--- src/slave_seq_pkg.sv ---
// Purpose: shared constants and types for the slave sequence controller
// Assumes: 25 MHz core clock, all interface inputs synchronous
// Notes: octet values of request codes are parameters of the top module
package slave_seq_pkg;

    localparam int CLK_MHZ = 25;
    localparam int MAINT_MIN_US = 2;
    localparam int MAINT_MIN_CYC = MAINT_MIN_US * CLK_MHZ;
    localparam int RESET_MIN_US = 2;
    localparam int RESET_MIN_CYC = RESET_MIN_US * CLK_MHZ;

    // Slave status octet bit positions
    localparam int STAT_XFR_FAIL_BIT = 0;
    localparam int STAT_CTL_PERR_BIT = 1;
    localparam int STAT_ACK_REJ_BIT = 2;

    typedef enum logic [6:0]
    {
        ST_IDLE = 7'h01,
        ST_REQ = 7'h02,
        ST_SEL = 7'h04,
        ST_SELACK = 7'h08,
        ST_CTL = 7'h10,
        ST_ACK = 7'h20,
        ST_DESEL = 7'h40
    } seq_state_e;

    typedef struct packed
    {
        logic select_out;
        logic master_out;
        logic sync_out;
        logic [7:0] bus_a;
        logic bus_a_perr;
    } master_lines_s;

    typedef struct packed
    {
        logic slave_in;
        logic sync_in;
        logic [7:0] bus_b;
        logic bus_b_oe;
    } slave_lines_s;

endpackage : slave_seq_pkg

--- src/hold_timer.sv ---
// Purpose: counts how long a level has been continuously high
// Assumes: level is synchronous to clk
// Notes: done stays high while level stays high after the count is reached
`timescale 1ns/100ps
module hold_timer #(
    parameter int COUNT = 50
) (
    input wire logic core_clk,
    input wire logic rst_b,
    input wire logic level,
    output logic done
);

    localparam int W = $clog2(COUNT + 1);
    localparam logic [W-1:0] LAST = W'(COUNT);

    logic [W-1:0] cnt_ff;

    always_ff @(posedge core_clk or negedge rst_b)
    begin
        if (!rst_b)
            cnt_ff <= '0;
        else if (!level)
            cnt_ff <= '0;
        else if (cnt_ff != LAST)
            cnt_ff <= cnt_ff + W'(1);
    end

    assign done = level && (cnt_ff == LAST);

endmodule : hold_timer

--- src/slave_seq.sv ---
// Purpose: slave-side sequence control of the peripheral interface
// Assumes: master lines arrive synchronous to core_clk; parity checked
//          outside and flagged on bus_a_perr
// Notes: information transfer and data streaming are outside this block
//
// Behaviour
// - Restart or deselection after acknowledge means acknowledge rejected
// - Selection octet with parity error is not acted on
// - Request modifier with parity error ignored; master retries on time-out
// - Bad master status octet: not interpreted, transfer posted failed (never posted here: ack_given_ff is always clear in ST_SEL)
// - Bad bus control octet: not interpreted, parity error posted
// - Poll: matching slave drives its bit address on bus B
// - Settings query: slave drives response, raises slave in
// - Facility query: slave drives facility address, raises slave in
// - Slave interrupt query: slave drives interrupts octet, raises slave in
// - Selected slave drives select status and raises slave in, in the same cycle
// - Busy slave raises slave in alone, no address
// - Parity error on selection: no slave selected, slave in low
// - Selection held while select out high, dropped when it falls
// - Independent maintenance detection after 2 us continuous
// - Selective reset resets one slave and ends maintenance mode
// - Selective reset: slave drops slave in, waits 2 us before reset
`timescale 1ns/100ps
module slave_seq
    import slave_seq_pkg::*;
#(
    parameter logic [7:0] SLAVE_ADDR = 8'h01,
    parameter logic [7:0] REQ_XFR_SET = 8'h80,
    parameter logic [7:0] REQ_FAC_INT = 8'h40,
    parameter logic [7:0] REQ_SLV_INT = 8'h20,
    parameter logic [7:0] REQ_SEL_RESET = 8'h10
) (
    input wire logic core_clk,
    input wire logic rst_b,
    input master_lines_s mst,
    input wire logic [7:0] pending_irq,
    input wire logic [7:0] fac_irq,
    input wire logic [7:0] xfr_settings,
    input wire logic [7:0] slave_irq_octet,
    input wire logic can_exchange,
    input wire logic xfr_fail_in,
    output slave_lines_s slv,
    output logic selected,
    output logic [7:0] facility_addr,
    output logic [7:0] bus_ctl_octet,
    output logic bus_ctl_valid,
    output logic ack_rejected,
    output logic [7:0] slave_status,
    output logic maint_mode,
    output logic slave_reset
);

    // ----------------------------------------------------------------
    // Decoding
    // ----------------------------------------------------------------
    seq_state_e state_ff;
    seq_state_e nxt_state;

    logic addr_hit;
    logic is_dir_req;
    logic poll_hit;
    logic maint_level;
    logic maint_done;
    logic selrst_level;
    logic selrst_done;
    logic ack_given_ff;
    logic selrst_ff;
    logic [7:0] stat_ff;

    assign addr_hit = (mst.bus_a & SLAVE_ADDR) != 8'h00;
    assign poll_hit = (pending_irq & mst.bus_a) != 8'h00;
    assign is_dir_req = (mst.bus_a == REQ_XFR_SET)
        || (mst.bus_a == REQ_FAC_INT) || (mst.bus_a == REQ_SLV_INT);

    // ----------------------------------------------------------------
    // Maintenance and selective reset detection
    // ----------------------------------------------------------------
    // Kept apart from the sequence machine so a hung machine can't mask it
    assign maint_level = mst.sync_out && !mst.select_out
        && !mst.master_out;

    hold_timer #(
        .COUNT(MAINT_MIN_CYC)
    ) u_maint_timer (
        .core_clk(core_clk),
        .rst_b(rst_b),
        .level(maint_level),
        .done(maint_done)
    );

    assign selrst_level = selrst_ff && mst.sync_out && mst.master_out;

    hold_timer #(
        .COUNT(RESET_MIN_CYC)
    ) u_selrst_timer (
        .core_clk(core_clk),
        .rst_b(rst_b),
        .level(selrst_level),
        .done(selrst_done)
    );

    // Selective reset octet latched in any cycle master out is high, select out low, no parity error
    always_ff @(posedge core_clk or negedge rst_b)
    begin
        if (!rst_b)
            selrst_ff <= 1'b0;
        else if (!mst.master_out)
            selrst_ff <= 1'b0;
        else if (!mst.bus_a_perr && !mst.select_out
                 && mst.bus_a == REQ_SEL_RESET)
            selrst_ff <= 1'b1;
    end

    always_ff @(posedge core_clk or negedge rst_b)
    begin
        if (!rst_b)
            maint_mode <= 1'b0;
        else if (selrst_done)
            maint_mode <= 1'b0;
        else if (maint_done)
            maint_mode <= 1'b1;
    end

    always_ff @(posedge core_clk or negedge rst_b)
    begin
        if (!rst_b)
            slave_reset <= 1'b0;
        else
            slave_reset <= selrst_done;
    end

    // ----------------------------------------------------------------
    // Sequence machine
    // ----------------------------------------------------------------
    always_comb
    begin
        nxt_state = state_ff;
        case (state_ff)
            ST_IDLE:
            begin
                if (mst.select_out)
                    nxt_state = ST_SEL;
                else if (mst.master_out)
                    nxt_state = ST_REQ;
            end
            ST_REQ:
            begin
                if (!mst.master_out)
                    nxt_state = ST_IDLE;
            end
            ST_SEL:
            begin
                // Bad or foreign selection octet leaves us silent
                if (!mst.select_out)
                    nxt_state = ST_IDLE;
                else if (!mst.bus_a_perr && addr_hit)
                    nxt_state = ST_SELACK;
            end
            ST_SELACK:
            begin
                if (!mst.select_out)
                    nxt_state = ST_DESEL;
                else if (mst.sync_out && !mst.master_out)
                    nxt_state = ST_CTL;
            end
            ST_CTL:
            begin
                if (!mst.select_out)
                    nxt_state = ST_DESEL;
                else
                    nxt_state = ST_ACK;
            end
            ST_ACK:
            begin
                if (!mst.select_out)
                    nxt_state = ST_DESEL;
                else if (!mst.sync_out)
                    nxt_state = ST_SELACK;
            end
            ST_DESEL:
            begin
                nxt_state = ST_IDLE;
            end
            default:
            begin
                nxt_state = ST_IDLE;
            end
        endcase
    end

    always_ff @(posedge core_clk or negedge rst_b)
    begin
        if (!rst_b)
            state_ff <= ST_IDLE;
        else
            state_ff <= nxt_state;
    end

    // ----------------------------------------------------------------
    // Request handling: which reply is pending
    // ----------------------------------------------------------------
    logic req_ans_ff;
    logic [7:0] req_oct_ff;

    always_ff @(posedge core_clk or negedge rst_b)
    begin
        if (!rst_b)
        begin
            req_ans_ff <= 1'b0;
            req_oct_ff <= 8'h00;
        end
        else if (state_ff != ST_REQ)
        begin
            req_ans_ff <= 1'b0;
            req_oct_ff <= 8'h00;
        end
        else if (!req_ans_ff && !mst.bus_a_perr)
        begin
            if (mst.bus_a == REQ_XFR_SET)
            begin
                req_ans_ff <= 1'b1;
                req_oct_ff <= xfr_settings;
            end
            else if (mst.bus_a == REQ_FAC_INT)
            begin
                req_ans_ff <= 1'b1;
                req_oct_ff <= fac_irq & mst.bus_a;
            end
            else if (mst.bus_a == REQ_SLV_INT)
            begin
                req_ans_ff <= 1'b1;
                req_oct_ff <= slave_irq_octet;
            end
            else if (!is_dir_req && mst.bus_a != REQ_SEL_RESET && poll_hit)
                req_oct_ff <= SLAVE_ADDR;
        end
    end

    // ----------------------------------------------------------------
    // Selection, bus control and status
    // ----------------------------------------------------------------
    always_ff @(posedge core_clk or negedge rst_b)
    begin
        if (!rst_b)
            facility_addr <= 8'h00;
        else if (state_ff == ST_SEL && nxt_state == ST_SELACK)
            facility_addr <= mst.bus_a & ~SLAVE_ADDR;
    end

    always_ff @(posedge core_clk or negedge rst_b)
    begin
        if (!rst_b)
        begin
            bus_ctl_octet <= 8'h00;
            bus_ctl_valid <= 1'b0;
        end
        else
        begin
            bus_ctl_valid <= 1'b0;
            if (state_ff == ST_CTL && !mst.bus_a_perr)
            begin
                bus_ctl_octet <= mst.bus_a;
                bus_ctl_valid <= 1'b1;
            end
        end
    end

    // Acknowledge counts as rejected if the master restarts or deselects
    always_ff @(posedge core_clk or negedge rst_b)
    begin
        if (!rst_b)
            ack_given_ff <= 1'b0;
        else if (state_ff == ST_ACK)
            ack_given_ff <= 1'b1;
        else if (state_ff == ST_SELACK && mst.master_out)
            ack_given_ff <= 1'b0;
        else if (state_ff == ST_IDLE)
            ack_given_ff <= 1'b0;
    end

    always_ff @(posedge core_clk or negedge rst_b)
    begin
        if (!rst_b)
            ack_rejected <= 1'b0;
        else
            ack_rejected <= ack_given_ff && state_ff == ST_SELACK
                && (nxt_state == ST_CTL || nxt_state == ST_DESEL);
    end

    // Status bits: set wins over the clear taken after status is shown
    always_ff @(posedge core_clk or negedge rst_b)
    begin
        if (!rst_b)
            stat_ff <= 8'h00;
        else
        begin
            if (state_ff == ST_DESEL)
                stat_ff <= 8'h00;
            if (state_ff == ST_SEL && ack_given_ff
                && mst.bus_a_perr)
                stat_ff[STAT_XFR_FAIL_BIT] <= 1'b1;
            if (xfr_fail_in)
                stat_ff[STAT_XFR_FAIL_BIT] <= 1'b1;
            if (state_ff == ST_CTL && mst.bus_a_perr)
                stat_ff[STAT_CTL_PERR_BIT] <= 1'b1;
            if (ack_rejected)
                stat_ff[STAT_ACK_REJ_BIT] <= 1'b1;
        end
    end

    assign slave_status = stat_ff;

    // ----------------------------------------------------------------
    // Interface outputs
    // ----------------------------------------------------------------
    always_ff @(posedge core_clk or negedge rst_b)
    begin
        if (!rst_b)
            slv <= '0;
        else
        begin
            slv <= '0;
            case (state_ff)
                ST_REQ:
                begin
                    // Octet goes out a cycle ahead of slave in
                    slv.bus_b <= req_oct_ff;
                    slv.bus_b_oe <= req_oct_ff != 8'h00 || req_ans_ff;
                    slv.slave_in <= req_ans_ff && slv.bus_b_oe;
                end
                ST_SELACK:
                begin
                    slv.bus_b <= can_exchange ? SLAVE_ADDR : 8'h00;
                    slv.bus_b_oe <= can_exchange;
                    slv.slave_in <= 1'b1;
                end
                ST_CTL, ST_ACK:
                begin
                    slv.bus_b <= bus_ctl_octet;
                    slv.bus_b_oe <= 1'b1;
                    slv.slave_in <= 1'b1;
                    slv.sync_in <= 1'b1;
                end
                default:
                begin
                    slv <= '0;
                end
            endcase
            if (selrst_level)
                slv.slave_in <= 1'b0;
        end
    end

    assign selected = state_ff == ST_SELACK || state_ff == ST_CTL
        || state_ff == ST_ACK;

endmodule : slave_seq

--- config.mk ---
export PLATFORM = sky130hd
export DESIGN_NAME = slave_seq
export DESIGN_NICKNAME = d
export VERILOG_FILES = /design/src/slave_seq_pkg.sv /design/src/hold_timer.sv /design/src/slave_seq.sv
export SDC_FILE = /design/constraint.sdc
export NUM_CORES = 1
export LEC_CHECK = 0
export ABC_AREA = 1
export ABC_CLOCK_PERIOD_IN_PS = 1800
export BUFFER_PORTS_ARGS = -buffer_cell sky130_fd_sc_hd__buf_2
export CORE_MARGIN = 2
export CORE_UTILIZATION = 53
export DETAILED_ROUTE_END_ITERATION = 6
export PLACE_DENSITY = 0.8
export SLEW_MARGIN = 20
export SYNTH_ARGS = -nofsm -noshare
export SYNTH_HDL_FRONTEND = slang
export SYNTH_HIERARCHICAL = 1
export SYNTH_SLANG_ARGS = --single-unit
--- constraint.sdc ---
create_clock -name core_clk -period 1.8 [get_ports core_clk]
set_clock_uncertainty 0.1 [all_clocks]
set_input_delay 0.27 -clock core_clk [delete_from_list [all_inputs] [get_ports core_clk]]
set_output_delay 0.27 -clock core_clk [all_outputs]
set_load 0.005 [all_outputs]
### Word-level counts from Yosys, hierarchy flattened

Cells that the tools add are included.

* bits in writable memories: 0
* latch bits: 0
* bits in registers: 63
* input port bits: 48
* memories: 0
* output and inout port bits: 40
* ROM bits: 0

* add/sub/neg operators: 2
* reduce and logical (&&, ||, !) cells: 47
* $mul: 0
* shift-type cells: 0
* bitwise gates (word level): 2
* $lt $le $gt $ge: 0
* div/mod/pow operators: 0
* equality and inequality tests: 23
* muxes and demuxes: 44

Operators by type and width (number)
* $mux W7: 10
* $mux W8: 6
* $pmux W7 S6: 1
* $pmux W9 S3: 1
* $mux W6: 4
* $logic_and A1 B1 Y1: 22
* $mux W1: 20
* $and A8 B8 Y8: 2
* $reduce_bool A8 Y1: 2
* $eq A7 B4 Y1 const B: 2
* $eq A7 B5 Y1 const B: 2
* $eq A7 B7 Y1 const B: 2
* $add A6 B1 Y6 const B: 2
* $eq A6 B6 Y1 const B: 2
* $ne A6 B6 Y1 const B: 2
* $eq A8 B5 Y1 const B: 1
* $eq A8 B6 Y1 const B: 1
* $eq A8 B7 Y1 const B: 1
* $eq A8 B8 Y1 const B: 1
* $ne A8 B5 Y1 const B: 1
* $reduce_bool A2 Y1: 4
* $eq A7 B1 Y1 const B: 1
* $eq A7 B2 Y1 const B: 1
* $eq A7 B3 Y1 const B: 1
* 14 further kinds: 26

### Longest topological paths before layout

* depth after elaboration: 12
* gate-level depth with buffers: 9
* mapped depth without buffers: 9

### By module

Netlist, hierarchy kept.

By module, submodules not included
* slave_seq: seq. area each 1277.5 µm², area an instance 2598.7 µm², cells each 331, times used 1
* hold_timer: seq. area each 150.1 µm², area an instance 345.3 µm², cells each 44, times used 2

### Least setup slack after synthesis

Ideal clock, no wire load.

* kind: flip-flop to output port
* start point: register state_ff[0]
* end point: output port selected
* cell stages (with the launch flop): 8
* arrival: 1.096 ns
* setup slack: 0.334 ns
* cell sequence: dfstp_2 > nor2_1 > nand2_1 > inv_1 > nand2_1 > nand2_1 > nor2_1 > inv_1

* word-level cells in the longest chain between the ends: 3
* elaborated cells on any way between the ends: 5
* classes of those cells: eq/ne (3); reduce/logical (2)

RTL lines
* start, declared: line slave_seq.sv:56 `seq_state_e state_ff;`
* start signal, assigned: line slave_seq.sv:196 `state_ff <= nxt_state;`
* $eq A7 B4 Y1 or $eq A7 B5 Y1 (tied branches): line slave_seq.sv:354 `assign selected = state_ff == ST_SELACK || state_ff == ST_CTL`
* $logic_or A1 B1 Y1: line slave_seq.sv:354
* $logic_or A1 B1 Y1 *: line slave_seq.sv:355 `|| state_ff == ST_ACK;`
* end, declared: line slave_seq.sv:43 `output logic selected,`

Mark *: on every way between the ends. The rest lies on a longest branch, timed or not.

### Worst setup path in the final report

Ends and elaborated chain as after synthesis.

==> results.toml <==
[cts]
cts.sinks = 63
insertion_delay_ns = 0.34
clk_pin_slew_ns = 0.07
h-tree-depth = 3
cts_tree = "done"
cts_root_buffer = "clkbuf_8"
cts_buffers = 9
clock_path_buffers = 2

[final_layout]
drive_gt1_share_pct = 31.5
final_net_count = 574
syn_to_final_growth_pct = 26.4
diodes = 0
fin_util_pct = 69.8

[floorplanning]
row_count = 28
start_util_pct = 55.2
die_h_um = 82.8
dieArea_um2 = 6850
dieWidth_um = 82.8
core_area_um2 = 5960
ios = 88

[synth]
synth.distinct_cells = 33
ys_ff_latch = 63
yosys_warnings = 6
synthesis.area_um2 = 3290
synth_ff_type = "dfrtp_1"
synth-seq-area-share_pct = 48.0
synthCells = 419
synth-edff-count = 0
synth_area_per_cell_um2 = 7.85
synth_top_cells_by_count = "nand2_1 (107), dfrtp_1 (62), nor2_1 (56), inv_1 (45), nand3_1 (28)"
yosysTopAreaCell = "dfrtp_1"
yosysTopAreaCellShare_pct = 47.2
synth_most_common_cell = "nand2_1"
ys_top_cells_by_area = "dfrtp_1 (47%), nand2_1 (12%), nor2_1 (6.4%), inv_1 (5.1%), nand3_1 (4.3%)"
async_flop_share_pct = 100

[min_path]
hold_class = "in -> reg"

[timing]
fin_crit_sh_pct = 105
worst_slew_pin_slew_ns = 0.524
fin_ws_ns = -0.0925
max_freq_mhz = 528
slew_headroom_pct = 65.0
setup_viol = 1
rsz0062_at_grt = "true"
finalCriticalPeriod_ns = 1.89
finalMaxSlewViolations = 0
finalHoldViolations = 0

[worst_setup_path]
cp-end-kind = "primary output"
cp.required_ns = 1.43
crit_type = "reg -> out"
startpoint_type = "flip-flop"
crit_fanout = 4
reg2reg_setup_slack_ns = 0.11
worstPathArrival_ns = 1.52

[outcome]
status = "complete, but fails checks"
violations = "negative setup slack"

[global_route]
grt_pass1_wl_um = 12600
grt_pass1_vias = 2836
grt_max_degree = 34
grt-ovfl-total = 0
track_usage_pct = 24.7
antenna_found_initial = 0

[detailed_routing]
vias = 3104
drc_errors = 0
drtIter0Drc = 169
routed_wl_um = 7940
dr.pass1.iters = 4
ant_nets = 0
avgRoutedWirePerCell_um = 13.2
vias_per_cell = 5.16

[placed_design]
io_buffers = 74
dp_hpwl_um = 5790
place_congestion = 0.891

[run]
maxCapViolCount = 0

[power]
power_density_nw_per_um2 = 842
ir_drop_uv = 615
p_leak_nw = 2.22
power_mw = 3.50
## stage by stage
stage	setup slack [ns]	cells	setup TNS, ns	area (um^2)	hold WS (ns)
5_1_grt	-0.159	602	-0.159	4160	0.0160
2_1_floorplan	0.334	424	0	3310	-0.126
6_report	-0.0925	602	-0.0925	4160	0.0163
3_5_place_dp	0.140	569	0	3760	0.211
3_3_place_gp	0.176	569	0	3760	0.212
4_1_cts	-0.0701	591	-0.0701	4020	0.0132
## worst max-delay path: stages (launching register included)
cell and delay [ns]:
dfstp_2 0.59, nor2_4 0.06, nand2_4 0.09, nor2_4 0.04
inv_2 0.08, nand2_4 0.06, nor2_4 0.12, inv_2 0.04
buf_6 0.10
## cell usage in the layout, fill, tap and decap left out, types with 6 or more instances in the layout
| cell type | instances |
|---|---|
| o21ai_2 | 7 |
| o21ai_0 | 15 |
| o21ai_1 | 16 |
| inv_2 | 11 |
| a21oi_1 | 17 |
| nand3_1 | 28 |
| nand2_1 | 102 |
| nor2_1 | 53 |
| conb_1 | 6 |
| buf_2 | 73 |
| dfrtp_1 | 60 |
| nand4_1 | 8 |
| clkbuf_8 | 13 |
| inv_1 | 39 |
| nor2_4 | 9 |
| buf_4 | 22 |
| nor2_2 | 6 |
## area by class of cell
| cell class | instances | area [um^2] |
|---|---|---|
| Multi-Input combinational cell | 299 | 1530 |
| Clock inverter | 3 | 15.0 |
| Tap cell | 75 | 93.8 |
| Fill cell | 521 | 1800 |
| Timing Repair Buffer | 98 | 572 |
| Sequential cell | 63 | 1580 |
| Timing Repair inverter | 1 | 5.00 |
| Clock buffer | 13 | 179 |
| Inverter | 50 | 188 |
## per-layer routing
metal  wire, um  share of wire (%)  vias to the layer above  GRT usage (%)
met3        490                6.2                       14           4.33
met4        170                2.1                        0           11.6
met1       3360                 42                     1432           31.2
li1           -                  -                     1543              -
met5          0                  0                        -              0
met2       3910                 49                      115           41.4
## flip-flops by register name, indices dropped and copies added (netlist names)
name,cells
slv,11
bus_ctl_octet,8
req_oct_ff,8
facility_addr,7
state_ff,7
u_maint_timer/cnt_ff,6
u_selrst_timer/cnt_ff,6
slave_status,3
ack_given_ff,1
ack_rejected,1
bus_ctl_valid,1
maint_mode,1
req_ans_ff,1
selrst_ff,1
slave_reset,1
## final timing paths
path / startpoint / endpoint / cells after the start
max: state_ff[0] / selected / 8
min reg2reg: ack_rejected / slave_status[2] / 1
max in group asynchronous: rst_b / state_ff[0] / 3
max reg2reg: state_ff[0] / slv[0] / 8
min: xfr_fail_in / slave_status[0] / 3
min in group asynchronous: rst_b / u_maint_timer/cnt_ff[0] / 3
## power by group
group          total (mW)  internal (mW)  leakage (nW)  switching (mW)
Combinational       0.716          0.314          1.27           0.402
Sequential           1.63           1.53         0.850          0.0921
Clock                1.16          0.643         0.105           0.517
Total                3.50           2.49          2.22            1.01
## cell families (layout without fill, tap and decap cells)
logic type	Yosys count	in the layout	share of synthesized area, %
adders and majority gates	4	4	1.52
other	1	6	0.114
and+or+nand+nor	226	226	31.0
buffers and inverters	62	165	8.18
DFF	63	63	48.0
AOI/OAI and AO/OA	63	63	11.3
## repair_timing
item | in CTS | in global routing
cloned | 0 | 1
hold buffers | 1 | 0
endpoints found under the hold margin | 62 | 0
setup buffers | 5 | 10
pin swaps | 4 | 6
endpoints found under the setup margin | 1 | 11
gates resized for setup | 8 | 18
(Power assumes the default switching activity.)
